<file path="config.mk">
export PLATFORM = sky130hd
export DESIGN_NAME = pmc_top
export DESIGN_NICKNAME = d
export VERILOG_FILES = /design/src/rtl/pmc_pkg.sv /design/src/rtl/pmc_clk_if.sv /design/src/rtl/pmc_clk_div.sv /design/src/rtl/pmc_top.sv
export SDC_FILE = /design/constraint.sdc
export NUM_CORES = 1
export LEC_CHECK = 0
export ABC_AREA = 0
export BUFFER_PORTS_ARGS = -buffer_cell sky130_fd_sc_hd__clkbuf_2
export CORE_UTILIZATION = 40
export CTS_BUF_LIST = sky130_fd_sc_hd__clkbuf_2 sky130_fd_sc_hd__clkbuf_4 sky130_fd_sc_hd__clkbuf_8
export CTS_CLUSTER_SIZE = 40
export DETAILED_ROUTE_END_ITERATION = 10
export MAX_ROUTING_LAYER = met4
export PLACE_DENSITY = 0.64
export REMOVE_ABC_BUFFERS = 1
export SLEW_MARGIN = 20
export SYNTH_ARGS = -nofsm -noshare
export SYNTH_HDL_FRONTEND = slang
export SYNTH_SLANG_ARGS = --single-unit
</file>
<file path="constraint.sdc">
create_clock -name clk -period 3.4 [get_ports clk]
set_input_delay 0.68 -clock clk [delete_from_list [all_inputs] [get_ports clk]]
set_output_delay 0.68 -clock clk [all_outputs]
set_load 0.02 [all_outputs]
</file>
<file path="src/rtl/pmc_pkg.sv">
package pmc_pkg;

    // Register byte offsets on the APB
    localparam logic [7:0] OFS_PCTRL_A = 8'h00;
    localparam logic [7:0] OFS_PCTRL_B = 8'h04;
    localparam logic [7:0] OFS_REG_CTRL = 8'h08;
    localparam logic [7:0] OFS_CLK_SEL = 8'h0c;
    localparam logic [7:0] OFS_MODE = 8'h10;
    localparam logic [7:0] OFS_IRQ_STAT = 8'h14;
    localparam logic [7:0] OFS_IRQ_MASK = 8'h18;

    // Field positions
    localparam int BIT_IDLE = 0;
    localparam int BIT_STOP = 1;
    localparam int BIT_SUSPEND = 0;
    localparam int BIT_SNOOZE = 1;
    localparam int BIT_STOP_SEL = 0;
    localparam int SRC_LSB = 0;
    localparam int DIV_LSB = 4;
    localparam int BIT_PRE15 = 8;

    // Clock source codes
    localparam logic [2:0] SRC_FAST24 = 3'h0;
    localparam logic [2:0] SRC_FAST49 = 3'h1;
    localparam logic [2:0] SRC_SLOW80 = 3'h2;
    localparam logic [2:0] SRC_EXT_RC = 3'h3;
    localparam logic [2:0] SRC_EXT_CMOS = 3'h4;
    localparam int NUM_SRC = 5;

    // Values after reset: fast 24 MHz source divided by 8
    localparam logic [2:0] SRC_RESET = SRC_FAST24;
    localparam logic [2:0] DIV_RESET = 3'h3;
    localparam logic PRE_RESET = 1'b0;
    localparam logic STOP_SEL_RESET = 1'b0;

    // 1.5x prescaler passes two of every three source ticks
    localparam logic [1:0] PRE_LAST = 2'h2;

    // Interrupt status bits
    localparam int IRQ_IDLE_WAKE = 0;
    localparam int IRQ_SLEEP_WAKE = 1;
    localparam int IRQ_W = 2;
    localparam logic [IRQ_W-1:0] IRQ_MASK_RESET = 2'h0;

    // Asynchronous pin indices in the synchroniser bank
    localparam int PIN_FAST24 = 0;
    localparam int PIN_FAST49 = 1;
    localparam int PIN_SLOW80 = 2;
    localparam int PIN_EXT_RC = 3;
    localparam int PIN_EXT_CMOS = 4;
    localparam int PIN_RST_N = 5;
    localparam int PIN_POR_N = 6;
    localparam int NUM_PIN = 7;
    localparam logic [NUM_PIN-1:0] PIN_RESET = 7'h60;

    typedef enum logic [2:0] {
        ST_RUN,
        ST_IDLE,
        ST_SUSPEND,
        ST_SNOOZE,
        ST_STOP,
        ST_SHUTDOWN
    } pmc_state_t;

endpackage

</file>
<file path="src/rtl/pmc_clk_if.sv">
`timescale 1ns/1ps
`default_nettype none

interface pmc_clk_if;
    logic [2:0] src;
    logic [2:0] div;
    logic pre15;
    logic [4:0] src_tick;
    logic tick;

    modport ctrl(output src, output div, output pre15, output src_tick, input tick);
    modport divider(input src, input div, input pre15, input src_tick, output tick);
endinterface

`default_nettype wire

</file>
<file path="src/rtl/pmc_clk_div.sv">
`timescale 1ns/1ps
`default_nettype none

module pmc_clk_div (
    input wire logic clk,
    input wire logic rst_n,
    input wire logic ce,
    pmc_clk_if.divider ck
);
    import pmc_pkg::*;

    logic [1:0] pre_reg;
    logic [1:0] pre_next;
    logic [6:0] cnt_reg;
    logic [6:0] cnt_next;
    logic tick_reg;
    logic tick_next;
    logic raw;
    logic fast;
    logic pass;
    logic [7:0] lim;

    // Source pick, prescale, then power-of-two divide
    always_comb begin
        raw = (ck.src < 3'(NUM_SRC)) ? ck.src_tick[ck.src] : 1'b0;
        fast = (ck.src == SRC_FAST24) || (ck.src == SRC_FAST49);
        pass = raw;
        pre_next = pre_reg;
        if (raw && fast && ck.pre15) begin
            // Drop every third tick to divide by 1.5
            pass = (pre_reg != PRE_LAST);
            pre_next = (pre_reg == PRE_LAST) ? 2'h0 : pre_reg + 2'h1;
        end
        lim = (8'h01 << ck.div) - 8'h01;
        cnt_next = cnt_reg;
        tick_next = 1'b0;
        if (pass) begin
            if (cnt_reg >= lim[6:0]) begin
                cnt_next = 7'h00;
                tick_next = 1'b1;
            end else begin
                cnt_next = cnt_reg + 7'h01;
            end
        end
    end

    // Register stage
    always_ff @(posedge clk or negedge rst_n) begin
        if (!rst_n) begin
            pre_reg <= 2'h0;
            cnt_reg <= 7'h00;
            tick_reg <= 1'b0;
        end else if (ce) begin
            pre_reg <= pre_next;
            cnt_reg <= cnt_next;
            tick_reg <= tick_next;
        end
    end

    assign ck.tick = tick_reg;

endmodule

`default_nettype wire

</file>
<file path="src/rtl/pmc_top.sv">
// Operation
// - Idle bit halts core, peripherals stay clocked; any interrupt resumes core.
// - Suspend and snooze stop core, peripheral clocks and both fast oscillators.
// - Suspend keeps regulator at normal bias for fast wake.
// - Timers three and four keep slow oscillator clock in suspend and snooze.
// - Six peripheral events wake from suspend or snooze; code continues.
// - Select clear plus stop bit enters stop; nets off, pins held, any reset exits.
// - Select set plus stop bit enters shutdown; only pin or power-on reset exits.
// - After reset system clock is 24 MHz oscillator divided by 8.
// - Divider offers divide by 1, 2, 4, 8, 16, 32, 64, 128.
// - Both fast oscillator paths have optional 1.5x prescaler before divider.
// - Sources: 24 MHz, 49 MHz, 80 kHz, external RC, external CMOS clock.
`timescale 1ns/1ps
`default_nettype none

module pmc_top (
    input wire logic clk,
    input wire logic rst_n,
    input wire logic ce,
    input wire logic psel,
    input wire logic penable,
    input wire logic pwrite,
    input wire logic [7:0] paddr,
    input wire logic [31:0] pwdata,
    output logic [31:0] prdata,
    output logic pready,
    output logic pslverr,
    input wire logic fast_osc_24m,
    input wire logic fast_osc_49m,
    input wire logic slow_osc_80k,
    input wire logic ext_rc_osc,
    input wire logic ext_cmos_clock,
    input wire logic reset_pin_n,
    input wire logic por_n,
    input wire logic other_rst_req,
    input wire logic irq_any,
    input wire logic timer4_evt,
    input wire logic serial_periph_port_act,
    input wire logic two_wire_target_port_act,
    input wire logic port_match_evt,
    input wire logic comp0_level,
    input wire logic config_logic_unit_evt,
    output logic core_clk_en,
    output logic periph_clk_en,
    output logic tmr34_slow_clk_en,
    output logic fast_osc_24m_en,
    output logic fast_osc_49m_en,
    output logic reg_low_bias,
    output logic power_nets_off,
    output logic pin_hold,
    output logic system_clk_tick,
    output logic irq
);
    import pmc_pkg::*;

    pmc_clk_if ck();

    logic [NUM_PIN-1:0] sync1_reg;
    logic [NUM_PIN-1:0] sync2_reg;
    logic [NUM_PIN-1:0] sync3_reg;
    logic comp0_prev_reg;
    logic [NUM_SRC-1:0] osc_tick;
    logic slow_tick;
    logic rst_any, rst_hard, reinit;
    logic wake_any;

    logic apb_done;
    logic hit_a, hit_b, hit_reg, hit_clk, hit_stat, hit_mask;
    logic mapped;
    logic wr_a, wr_b;
    logic pready_reg;
    logic pready_next;
    logic pslverr_reg;
    logic pslverr_next;
    logic [31:0] prdata_reg;
    logic [31:0] prdata_next;

    logic stop_sel_reg;
    logic stop_sel_next;
    logic [2:0] src_reg;
    logic [2:0] src_next;
    logic [2:0] div_reg;
    logic [2:0] div_next;
    logic pre_reg;
    logic pre_next;
    logic [IRQ_W-1:0] mask_reg;
    logic [IRQ_W-1:0] mask_next;

    pmc_state_t state_reg;
    pmc_state_t state_next;
    logic wake_pend_reg, wake_pend_next;
    logic [IRQ_W-1:0] stat_reg;
    logic [IRQ_W-1:0] stat_next;
    logic [IRQ_W-1:0] evt;
    logic [9:0] out_reg;
    logic [9:0] out_next;

    // Two-stage synchronisers for pins, third stage only for edge finding
    always_ff @(posedge clk or negedge rst_n) begin
        if (!rst_n) begin
            sync1_reg <= PIN_RESET;
            sync2_reg <= PIN_RESET;
            sync3_reg <= PIN_RESET;
            comp0_prev_reg <= 1'b0;
        end else if (ce) begin
            sync1_reg <= {por_n, reset_pin_n, ext_cmos_clock, ext_rc_osc,
                          slow_osc_80k, fast_osc_49m, fast_osc_24m};
            sync2_reg <= sync1_reg;
            sync3_reg <= sync2_reg;
            comp0_prev_reg <= comp0_level;
        end
    end

    // Rising edges of each oscillator; sources above half of clk alias
    assign osc_tick = sync2_reg[NUM_SRC-1:0] & ~sync3_reg[NUM_SRC-1:0];
    assign slow_tick = osc_tick[PIN_SLOW80];
    assign rst_hard = !sync2_reg[PIN_RST_N] || !sync2_reg[PIN_POR_N];
    assign rst_any = rst_hard || other_rst_req;
    // Shutdown ignores every reset but the pin and power-on
    assign reinit = rst_hard || (rst_any && state_reg != ST_SHUTDOWN);

    // OR of all sleep wake sources, comparator taken on its falling edge
    assign wake_any = timer4_evt || serial_periph_port_act || two_wire_target_port_act
                      || port_match_evt || config_logic_unit_evt
                      || (comp0_prev_reg && !comp0_level);

    // APB decode; one wait state so read data comes from a flop
    assign apb_done = psel && penable && pready_reg;
    assign hit_a = (paddr == OFS_PCTRL_A);
    assign hit_b = (paddr == OFS_PCTRL_B);
    assign hit_reg = (paddr == OFS_REG_CTRL);
    assign hit_clk = (paddr == OFS_CLK_SEL);
    assign hit_stat = (paddr == OFS_IRQ_STAT);
    assign hit_mask = (paddr == OFS_IRQ_MASK);
    assign mapped = hit_a || hit_b || hit_reg || hit_clk || hit_stat || hit_mask
                    || (paddr == OFS_MODE);
    assign wr_a = apb_done && pwrite && hit_a;
    assign wr_b = apb_done && pwrite && hit_b;

    // APB answer path
    always_comb begin
        pready_next = psel && penable && !pready_reg;
        pslverr_next = psel && penable && !pready_reg && !mapped;
        prdata_next = prdata_reg;
        if (psel && penable && !pready_reg && !pwrite) begin
            prdata_next = 32'h0000_0000;
            if (hit_a) begin
                prdata_next[BIT_IDLE] = (state_reg == ST_IDLE);
            end
            if (hit_b) begin
                prdata_next[BIT_SUSPEND] = (state_reg == ST_SUSPEND);
                prdata_next[BIT_SNOOZE] = (state_reg == ST_SNOOZE);
            end
            if (hit_reg) begin
                prdata_next[BIT_STOP_SEL] = stop_sel_reg;
            end
            if (hit_clk) begin
                prdata_next[SRC_LSB +: 3] = src_reg;
                prdata_next[DIV_LSB +: 3] = div_reg;
                prdata_next[BIT_PRE15] = pre_reg;
            end
            if (paddr == OFS_MODE) begin
                prdata_next[2:0] = state_reg;
            end
            if (hit_stat) begin
                prdata_next[IRQ_W-1:0] = stat_reg;
            end
            if (hit_mask) begin
                prdata_next[IRQ_W-1:0] = mask_reg;
            end
        end
    end

    always_ff @(posedge clk or negedge rst_n) begin
        if (!rst_n) begin
            pready_reg <= 1'b0;
            pslverr_reg <= 1'b0;
            prdata_reg <= 32'h0000_0000;
        end else if (ce) begin
            pready_reg <= pready_next;
            pslverr_reg <= pslverr_next;
            prdata_reg <= prdata_next;
        end
    end

    // Software settings; a reset that ends stop restores defaults
    always_comb begin
        stop_sel_next = stop_sel_reg;
        src_next = src_reg;
        div_next = div_reg;
        pre_next = pre_reg;
        mask_next = mask_reg;
        if (reinit) begin
            stop_sel_next = STOP_SEL_RESET;
            src_next = SRC_RESET;
            div_next = DIV_RESET;
            pre_next = PRE_RESET;
            mask_next = IRQ_MASK_RESET;
        end else if (apb_done && pwrite) begin
            if (hit_reg) begin
                stop_sel_next = pwdata[BIT_STOP_SEL];
            end
            if (hit_clk) begin
                src_next = pwdata[SRC_LSB +: 3];
                div_next = pwdata[DIV_LSB +: 3];
                pre_next = pwdata[BIT_PRE15];
            end
            if (hit_mask) begin
                mask_next = pwdata[IRQ_W-1:0];
            end
        end
    end

    always_ff @(posedge clk or negedge rst_n) begin
        if (!rst_n) begin
            stop_sel_reg <= STOP_SEL_RESET;
            src_reg <= SRC_RESET;
            div_reg <= DIV_RESET;
            pre_reg <= PRE_RESET;
            mask_reg <= IRQ_MASK_RESET;
        end else if (ce) begin
            stop_sel_reg <= stop_sel_next;
            src_reg <= src_next;
            div_reg <= div_next;
            pre_reg <= pre_next;
            mask_reg <= mask_next;
        end
    end

    // Power mode sequencer with wake events and sticky status
    always_comb begin
        state_next = state_reg;
        wake_pend_next = wake_pend_reg;
        evt = '0;
        unique case (state_reg)
            ST_RUN: begin
                if (wr_a && pwdata[BIT_STOP]) begin
                    // Select bit chooses the deeper of the two
                    state_next = stop_sel_reg ? ST_SHUTDOWN : ST_STOP;
                end else if (wr_a && pwdata[BIT_IDLE]) begin
                    state_next = ST_IDLE;
                end else if (wr_b && pwdata[BIT_SUSPEND]) begin
                    // Clock switch beforehand is left to firmware
                    state_next = ST_SUSPEND;
                end else if (wr_b && pwdata[BIT_SNOOZE]) begin
                    state_next = ST_SNOOZE;
                end
                wake_pend_next = 1'b0;
            end
            ST_IDLE: begin
                if (irq_any) begin
                    state_next = ST_RUN;
                    evt[IRQ_IDLE_WAKE] = 1'b1;
                end
            end
            ST_SUSPEND, ST_SNOOZE: begin
                // Wait for a slow edge so the restart is slow-clock aligned
                if (wake_any) begin
                    wake_pend_next = 1'b1;
                end
                if ((wake_pend_reg || wake_any) && slow_tick) begin
                    state_next = ST_RUN;
                    wake_pend_next = 1'b0;
                    evt[IRQ_SLEEP_WAKE] = 1'b1;
                end
            end
            ST_STOP, ST_SHUTDOWN: begin
                state_next = state_reg;
            end
            default: begin
                state_next = ST_RUN;
            end
        endcase
        if (reinit) begin
            state_next = ST_RUN;
            wake_pend_next = 1'b0;
        end
        // New event beats the read clear
        stat_next = stat_reg;
        if (apb_done && !pwrite && hit_stat) begin
            stat_next = '0;
        end
        stat_next = stat_next | evt;
        // Outputs decoded from the next state so each leaves a flop
        out_next[0] = (state_next == ST_RUN);
        out_next[1] = (state_next == ST_RUN) || (state_next == ST_IDLE);
        out_next[2] = (state_next != ST_STOP) && (state_next != ST_SHUTDOWN);
        out_next[3] = out_next[1];
        out_next[4] = out_next[1] && (src_next == SRC_FAST49);
        out_next[5] = (state_next == ST_SNOOZE);
        out_next[6] = (state_next == ST_STOP) || (state_next == ST_SHUTDOWN);
        out_next[7] = out_next[6];
        out_next[8] = ck.tick && out_next[1];
        out_next[9] = |(stat_next & mask_next);
    end

    always_ff @(posedge clk or negedge rst_n) begin
        if (!rst_n) begin
            state_reg <= ST_RUN;
            wake_pend_reg <= 1'b0;
            stat_reg <= '0;
            out_reg <= 10'h00f; // Fast 49 off, 24 MHz is the reset source
        end else if (ce) begin
            state_reg <= state_next;
            wake_pend_reg <= wake_pend_next;
            stat_reg <= stat_next;
            out_reg <= out_next;
        end
    end

    // Divider sees the live selection and oscillator ticks
    assign ck.src = src_reg;
    assign ck.div = div_reg;
    assign ck.pre15 = pre_reg;
    assign ck.src_tick = osc_tick;

    pmc_clk_div u_div (
        .clk(clk),
        .rst_n(rst_n),
        .ce(ce),
        .ck(ck)
    );

    // Every output leaves a flop; gate bits packed in out_reg order
    assign prdata = prdata_reg;
    assign pready = pready_reg;
    assign pslverr = pslverr_reg;
    assign {irq, system_clk_tick, pin_hold, power_nets_off, reg_low_bias, fast_osc_49m_en,
            fast_osc_24m_en, tmr34_slow_clk_en, periph_clk_en, core_clk_en} = out_reg;

endmodule

`default_nettype wire

</file>
Word-level counts from Yosys, hierarchy flattened
Cells that the tools add are included.
W data, S select, Z words.
{ "totals": {"regBits": 65, "input_bits": 61, "out_inout_bits": 44, "wordCells": 166} }
{ "classes": {"addsub": 3, "magnitude_cmp": 3, "n_eq_ne": 23, "shift": 1, "muxes": 50, "bitwise": 4, "n_reduce_logical": 63} }
{ "ops": {"columns": ["operator", "n"], "rows": [
  ["$mux W3", 16],
  ["$eq A8 B5 Y1 const B", 3],
  ["$logic_and A1 B1 Y1", 22],
  ["$mux W1", 22],
  ["$logic_or A1 B1 Y1", 18],
  ["$eq A8 B4 Y1 const B", 2],
  ["$mux W2", 8],
  ["$eq A3 B1 Y1 const B", 4],
  ["$eq A3 B3 Y1 const B", 4],
  ["$pmux W3 S4", 1],
  ["$eq A3 B2 Y1 const B", 3],
  ["$logic_not A3 Y1", 3],
  ["$ne A3 B3 Y1 const B", 3],
  ["$reduce_and A3 Y1", 3],
  ["$eq A8 B3 Y1 const B", 1],
  ["$logic_not A8 Y1", 1],
  ["$add A7 B1 Y7 const B", 1],
  ["$ge A7 B7 Y1", 1],
  ["$mux W7", 1],
  ["$shl A1 B3 Y7 const A", 1],
  ["$sub A7 B1 Y7 const B", 1],
  ["$logic_not A1 Y1", 6],
  ["$reduce_and A2 Y1", 3],
  ["$reduce_bool A2 Y1", 3],
  ["other kinds (14)", 16]
]} }

Logic depth before layout (Yosys ltp)
{ "depth": {"ltp_word": 14, "depth_mapped": 12, "ltp_nobuf": 12} }

Cells and area by module
A second synthesis with hierarchy kept.
{ "hier_totals": {"hier_cells": 359, "hier_area_um2": 3593.4} }
{ "modules_own_cells": {"columns": ["module", "instances", "cells_each", "area_each_um2", "seq_area_each_um2"], "rows": [
  ["pmc_top", 1, 277, 2861.5, 1337.5],
  ["pmc_clk_div", 1, 82, 732.0, 250.2]
]} }

Worst setup path after synthesis
Ideal clock, no wire load.
{ "synth_timing": {"kind": "reg2reg", "from": "reg div_reg[0], in the netlist ck.div[0]", "to": "reg u_div.cnt_reg[0]", "setup_ns": 0.067, "arrival_ns": 3.019, "t_required_ns": 3.333, "setup_slack_ns": 0.314, "stages_incl_launch_ff": 13, "n_path_buf": 1, "period_less_slack_ns": 3.086, "cell_sequence": "dfstp_2 -> clkbuf_1 -> or3_1 -> ha_1 -> nor3_1 -> a21oi_1 -> o21a_1 -> ha_1 -> nor4_1 -> o211ai_1 -> nand2_1 -> nor3b_1 -> mux2_2"} }
{ "synth_via": {"elab_chain_cells": 4} }
{ "synth_lines": {"columns": ["item", "line", "rtl"], "rows": [
  ["from (decl)", "pmc_top.sv:82", "logic [2:0] div_reg;"],
  ["from (signal assigned)", "pmc_top.sv:224", "div_reg <= div_next;"],
  ["$shl A1 B3 Y7", "pmc_clk_div.sv:34", "lim = (8'h01 << ck.div) - 8'h01;"],
  ["$sub A7 B1 Y7", "pmc_clk_div.sv:34", null],
  ["$ge A7 B7 Y1", "pmc_clk_div.sv:38", "if (cnt_reg >= lim[6:0]) begin"],
  ["$mux W7", "pmc_clk_div.sv:38", null],
  ["to (signal assigned)", "pmc_clk_div.sv:55", "cnt_reg <= cnt_next;"],
  ["to (decl)", "pmc_clk_div.sv:14", "logic [6:0] cnt_reg;"]
]} }
No other way between the ends.
A chain may end at the register's enable or synchronous reset.

Worst setup path after layout
{ "layout_timing": {"from": "reg div_reg[2], in the netlist ck.div[2]", "to": "reg u_div.cnt_reg[6]"} }
Same word-level chain as after synthesis.

==> run summary <==
sequential-to-total area share from yosys stat -> 0.438
PortBufs -> 54
final instance count without filler cells -> 535
largest cells by area after synthesis -> dfrtp_1 (37%), dfstp_2 (6.5%), mux2_2 (5.9%)
CTS resizes -> 0
final critical-path required period -> 2980 ps
RSZ-0062 raised after global routing -> no
setup violators final -> 0
max FFs per register -> 8
crit path from -> ck.div[2]$_DFFE_PN0P_
share of cells above drive strength 1 -> 0.274
GRT Overall Usage -> 0.181
top-area cell type share of the netlist area -> 0.372
crit-path cells -> or3_1, ha_1, nor3_1, a21oi_1, o21a_1, ha_1, nor4_1, o211ai_1, nand2_1, nor3b_1, buf_4, a221o_1
Clock Path Buffers -> 2
Synth Register Bits -> 63
Max Cap Viol -> 0
GR Overflow Total -> 0
static leakage -> 1.84 nW
final worst slack -> 425 ps
number of routed nets with antenna violations -> 0
Reg-to-Reg Start -> ck.div[2]$_DFFE_PN0P_
Setup WS pre-CTS -> 429 ps
cts bufs inserted -> 9
DP Area -> 0.00392 sq mm
GP Congestion -> 0.918
TritonCTS Sinks -> 63
largest net degree at the start of global routing -> 33
Critical Path Source Type -> register
critical path's slowest cell -> dfrtp_1
clock slew at reported path FFs -> 80 ps
synthesized area -> 0.00363 sq mm
Clk Latency, worst-skew pair -> 350 ps
crit-path max FO -> 8
root buffer cell -> clkbuf_8
Worst setup EP type -> register
worst slew pin tran -> 790 ps
Max Clk Rate -> 336 MHz
area added between synthesis and finish -> 13.3%
cell family with most CP delay -> simple AND/OR/NAND/NOR gates
Pins Over Slew Limit -> 0
synth warn -> 0
Iter 0 DRT Violations -> 154
fin crit share -> 0.875
vias after detailed routing -> 2950
Vias/cell -> 5.51
critical path class -> register to register
Hold Slack -> 398 ps
Main synth FF type -> dfrtp_1
routed length per instance -> 14.8 um
GR Util met2 -> 0.266
syn avg cell area -> 9.86 sq um
hold_buf cts -> 0
core box area -> 0.00876 sq mm
Post-DP HPWL -> 5.87 mm
skew final -> 8.48 ps
Final #Nets -> 492
M1 GR Usage -> 0.248
Synth area leader -> dfrtp_1
DRC viols -> 0
cell repeated most along the worst path -> ha_1
FFs w/ async S/R, synth -> 1.00
max incr delay on CP -> 460 ps
Initial DRT Pass Iterations -> 5
Initial Util -> 0.414
Crit path buffers/inverters -> 1
Hold Vio Cnt, Final -> 0
Total Power -> 1.90 mW
Fill cells -> 853
ant diodes -> 0
HP Class -> input port to async pin
Core Util, Final -> 0.469
Synth cell types -> 64
status -> finished clean
row count -> 34
Die Y -> 97.2 um
Synth Instances -> 368
first-pass GRT wire length -> 13.2 mm
GRT busiest layer -> met2
worst relative slew slack -> 0.473
initial antenna violation count -> 0
Critical Path RT -> 3680 ps
final wirelength -> 7.91 mm
vias in the first global route -> 2709
fin area -> 0.00411 sq mm
met3 GRT Util -> 0.0374
Post CTS Setup Buffer Count -> 0
die area -> 0.00946 sq mm
Top-Level Pins -> 105
Setup Total Neg Slack -> 0 ps
number of synthesized flops with an enable pin -> 0
Die Span X -> 97.2 um
Peak VDD IR -> 0.229 mV
H-tree depth -> 3
Placed Instances -> 519
CTS tree -> built
pwr dens -> 462 mW/mm^2
CP arrival -> 3260 ps
[cell usage in the layout, fill, tap and decap left out, types with 3 or more instances in the layout]
cell | netlist | final
inv_6 | 0 | 3
nor3b_1 | 3 | 3
o21a_1 | 5 | 5
or2_2 | 4 | 4
nand2_1 | 33 | 33
mux2i_1 | 4 | 4
a21o_1 | 3 | 3
conb_1 | 1 | 25
and3_1 | 4 | 4
nor4_1 | 4 | 4
nor2b_1 | 5 | 5
nor3_1 | 9 | 9
a21oi_1 | 7 | 7
nand4_1 | 3 | 3
a22o_1 | 7 | 7
o21ai_0 | 23 | 23
dfrtp_1 | 54 | 54
nor4b_1 | 3 | 3
a22oi_1 | 3 | 3
clkbuf_8 | 0 | 10
o211ai_1 | 4 | 4
or3_1 | 5 | 5
inv_1 | 17 | 17
o2bb2ai_1 | 7 | 7
a211o_1 | 4 | 4
ha_1 | 9 | 9
a32oi_1 | 5 | 5
mux2_2 | 19 | 19
nand3_1 | 12 | 12
clkbuf_2 | 2 | 54
dfstp_2 | 9 | 9
buf_4 | 27 | 5
nor2_1 | 19 | 19
a221o_1 | 3 | 3
[cell type report]
type | instances | area [sq um] | share of cell area
tap | 108 | 135 | 0.0329
clock buffer | 10 | 138 | 0.0335
multi-input combinational | 271 | 1810 | 0.440
inverter | 17 | 63.8 | 0.0155
timing repair buffer | 60 | 328 | 0.0797
sequential | 63 | 1590 | 0.386
clock inverter | 6 | 51.3 | 0.0125
[per-layer routing]
layer / up-vias / wire length [um]
li1: 1416 / -
met1: 1426 / 3850
met2: 100 / 3470
met3: 8 / 493
met4: 0 / 95
met5: - / 0
[report_power, final]
group / internal [mW] / leakage, nW / switching (mW)
clock: 0.294 / 0.0939 / 0.335
combinational: 0.166 / 0.953 / 0.215
sequential: 0.829 / 0.793 / 0.0619
[worst register-to-register path, stage by stage (launching register included)]
cell	delay, ps
dfrtp_1	460
or3_1	370
ha_1	270
nor3_1	200
a21oi_1	60
o21a_1	180
ha_1	190
nor4_1	390
o211ai_1	140
nand2_1	100
nor3b_1	250
buf_4	190
a221o_1	140
[Yosys cell counts, types with 4 or more instances]
library cell / number
ha_1: 9
a21oi_1: 7
nand2_1: 33
or3_1: 5
o211ai_1: 4
mux2_2: 19
nor4_1: 4
nor2_1: 19
o21a_1: 5
dfrtp_1: 54
o21ai_0: 23
mux2i_1: 4
a22o_1: 7
clkbuf_1: 11
a32oi_1: 5
nor3_1: 9
and3_1: 4
dfstp_2: 9
buf_4: 27
o2bb2ai_1: 7
inv_1: 17
or2_2: 4
a211o_1: 4
nand3_1: 12
nor2b_1: 5
[worst paths after layout]
path                                                 to  slack [ps]  cells after the start
max                        u_div.cnt_reg[6]$_DFFE_PN0P_         420                     12
min                            state_reg[0]$_DFFE_PN0P_         400                      1
max reg2reg                u_div.cnt_reg[6]$_DFFE_PN0P_         420                     12
min reg2reg                       prdata[6]$_DFFE_PN0P_         470                      2
max in group asynchronous         ck.div[0]$_DFFE_PN1P_        2300                      2
min in group clk                  prdata[6]$_DFFE_PN0P_         470                      2
[cell families (layout without fill, tap and decap cells)]
| kind of cell | count (synthesis) | after routing | synth area share |
|---|---|---|---|
| AO/OA/AOI/OAI | 91 | 91 | 0.184 |
| XOR/XNOR | 1 | 1 | 0.00241 |
| adder cells (fa/ha/maj) | 9 | 9 | 0.0310 |
| buffers and inverters | 58 | 93 | 0.0890 |
| flip-flops | 63 | 63 | 0.438 |
| multiplexers | 23 | 23 | 0.0700 |
| other | 1 | 25 | 0.00103 |
| AND/OR/NAND/NOR | 122 | 122 | 0.185 |
No activity file was read; power rests on OpenSTA's default activity.
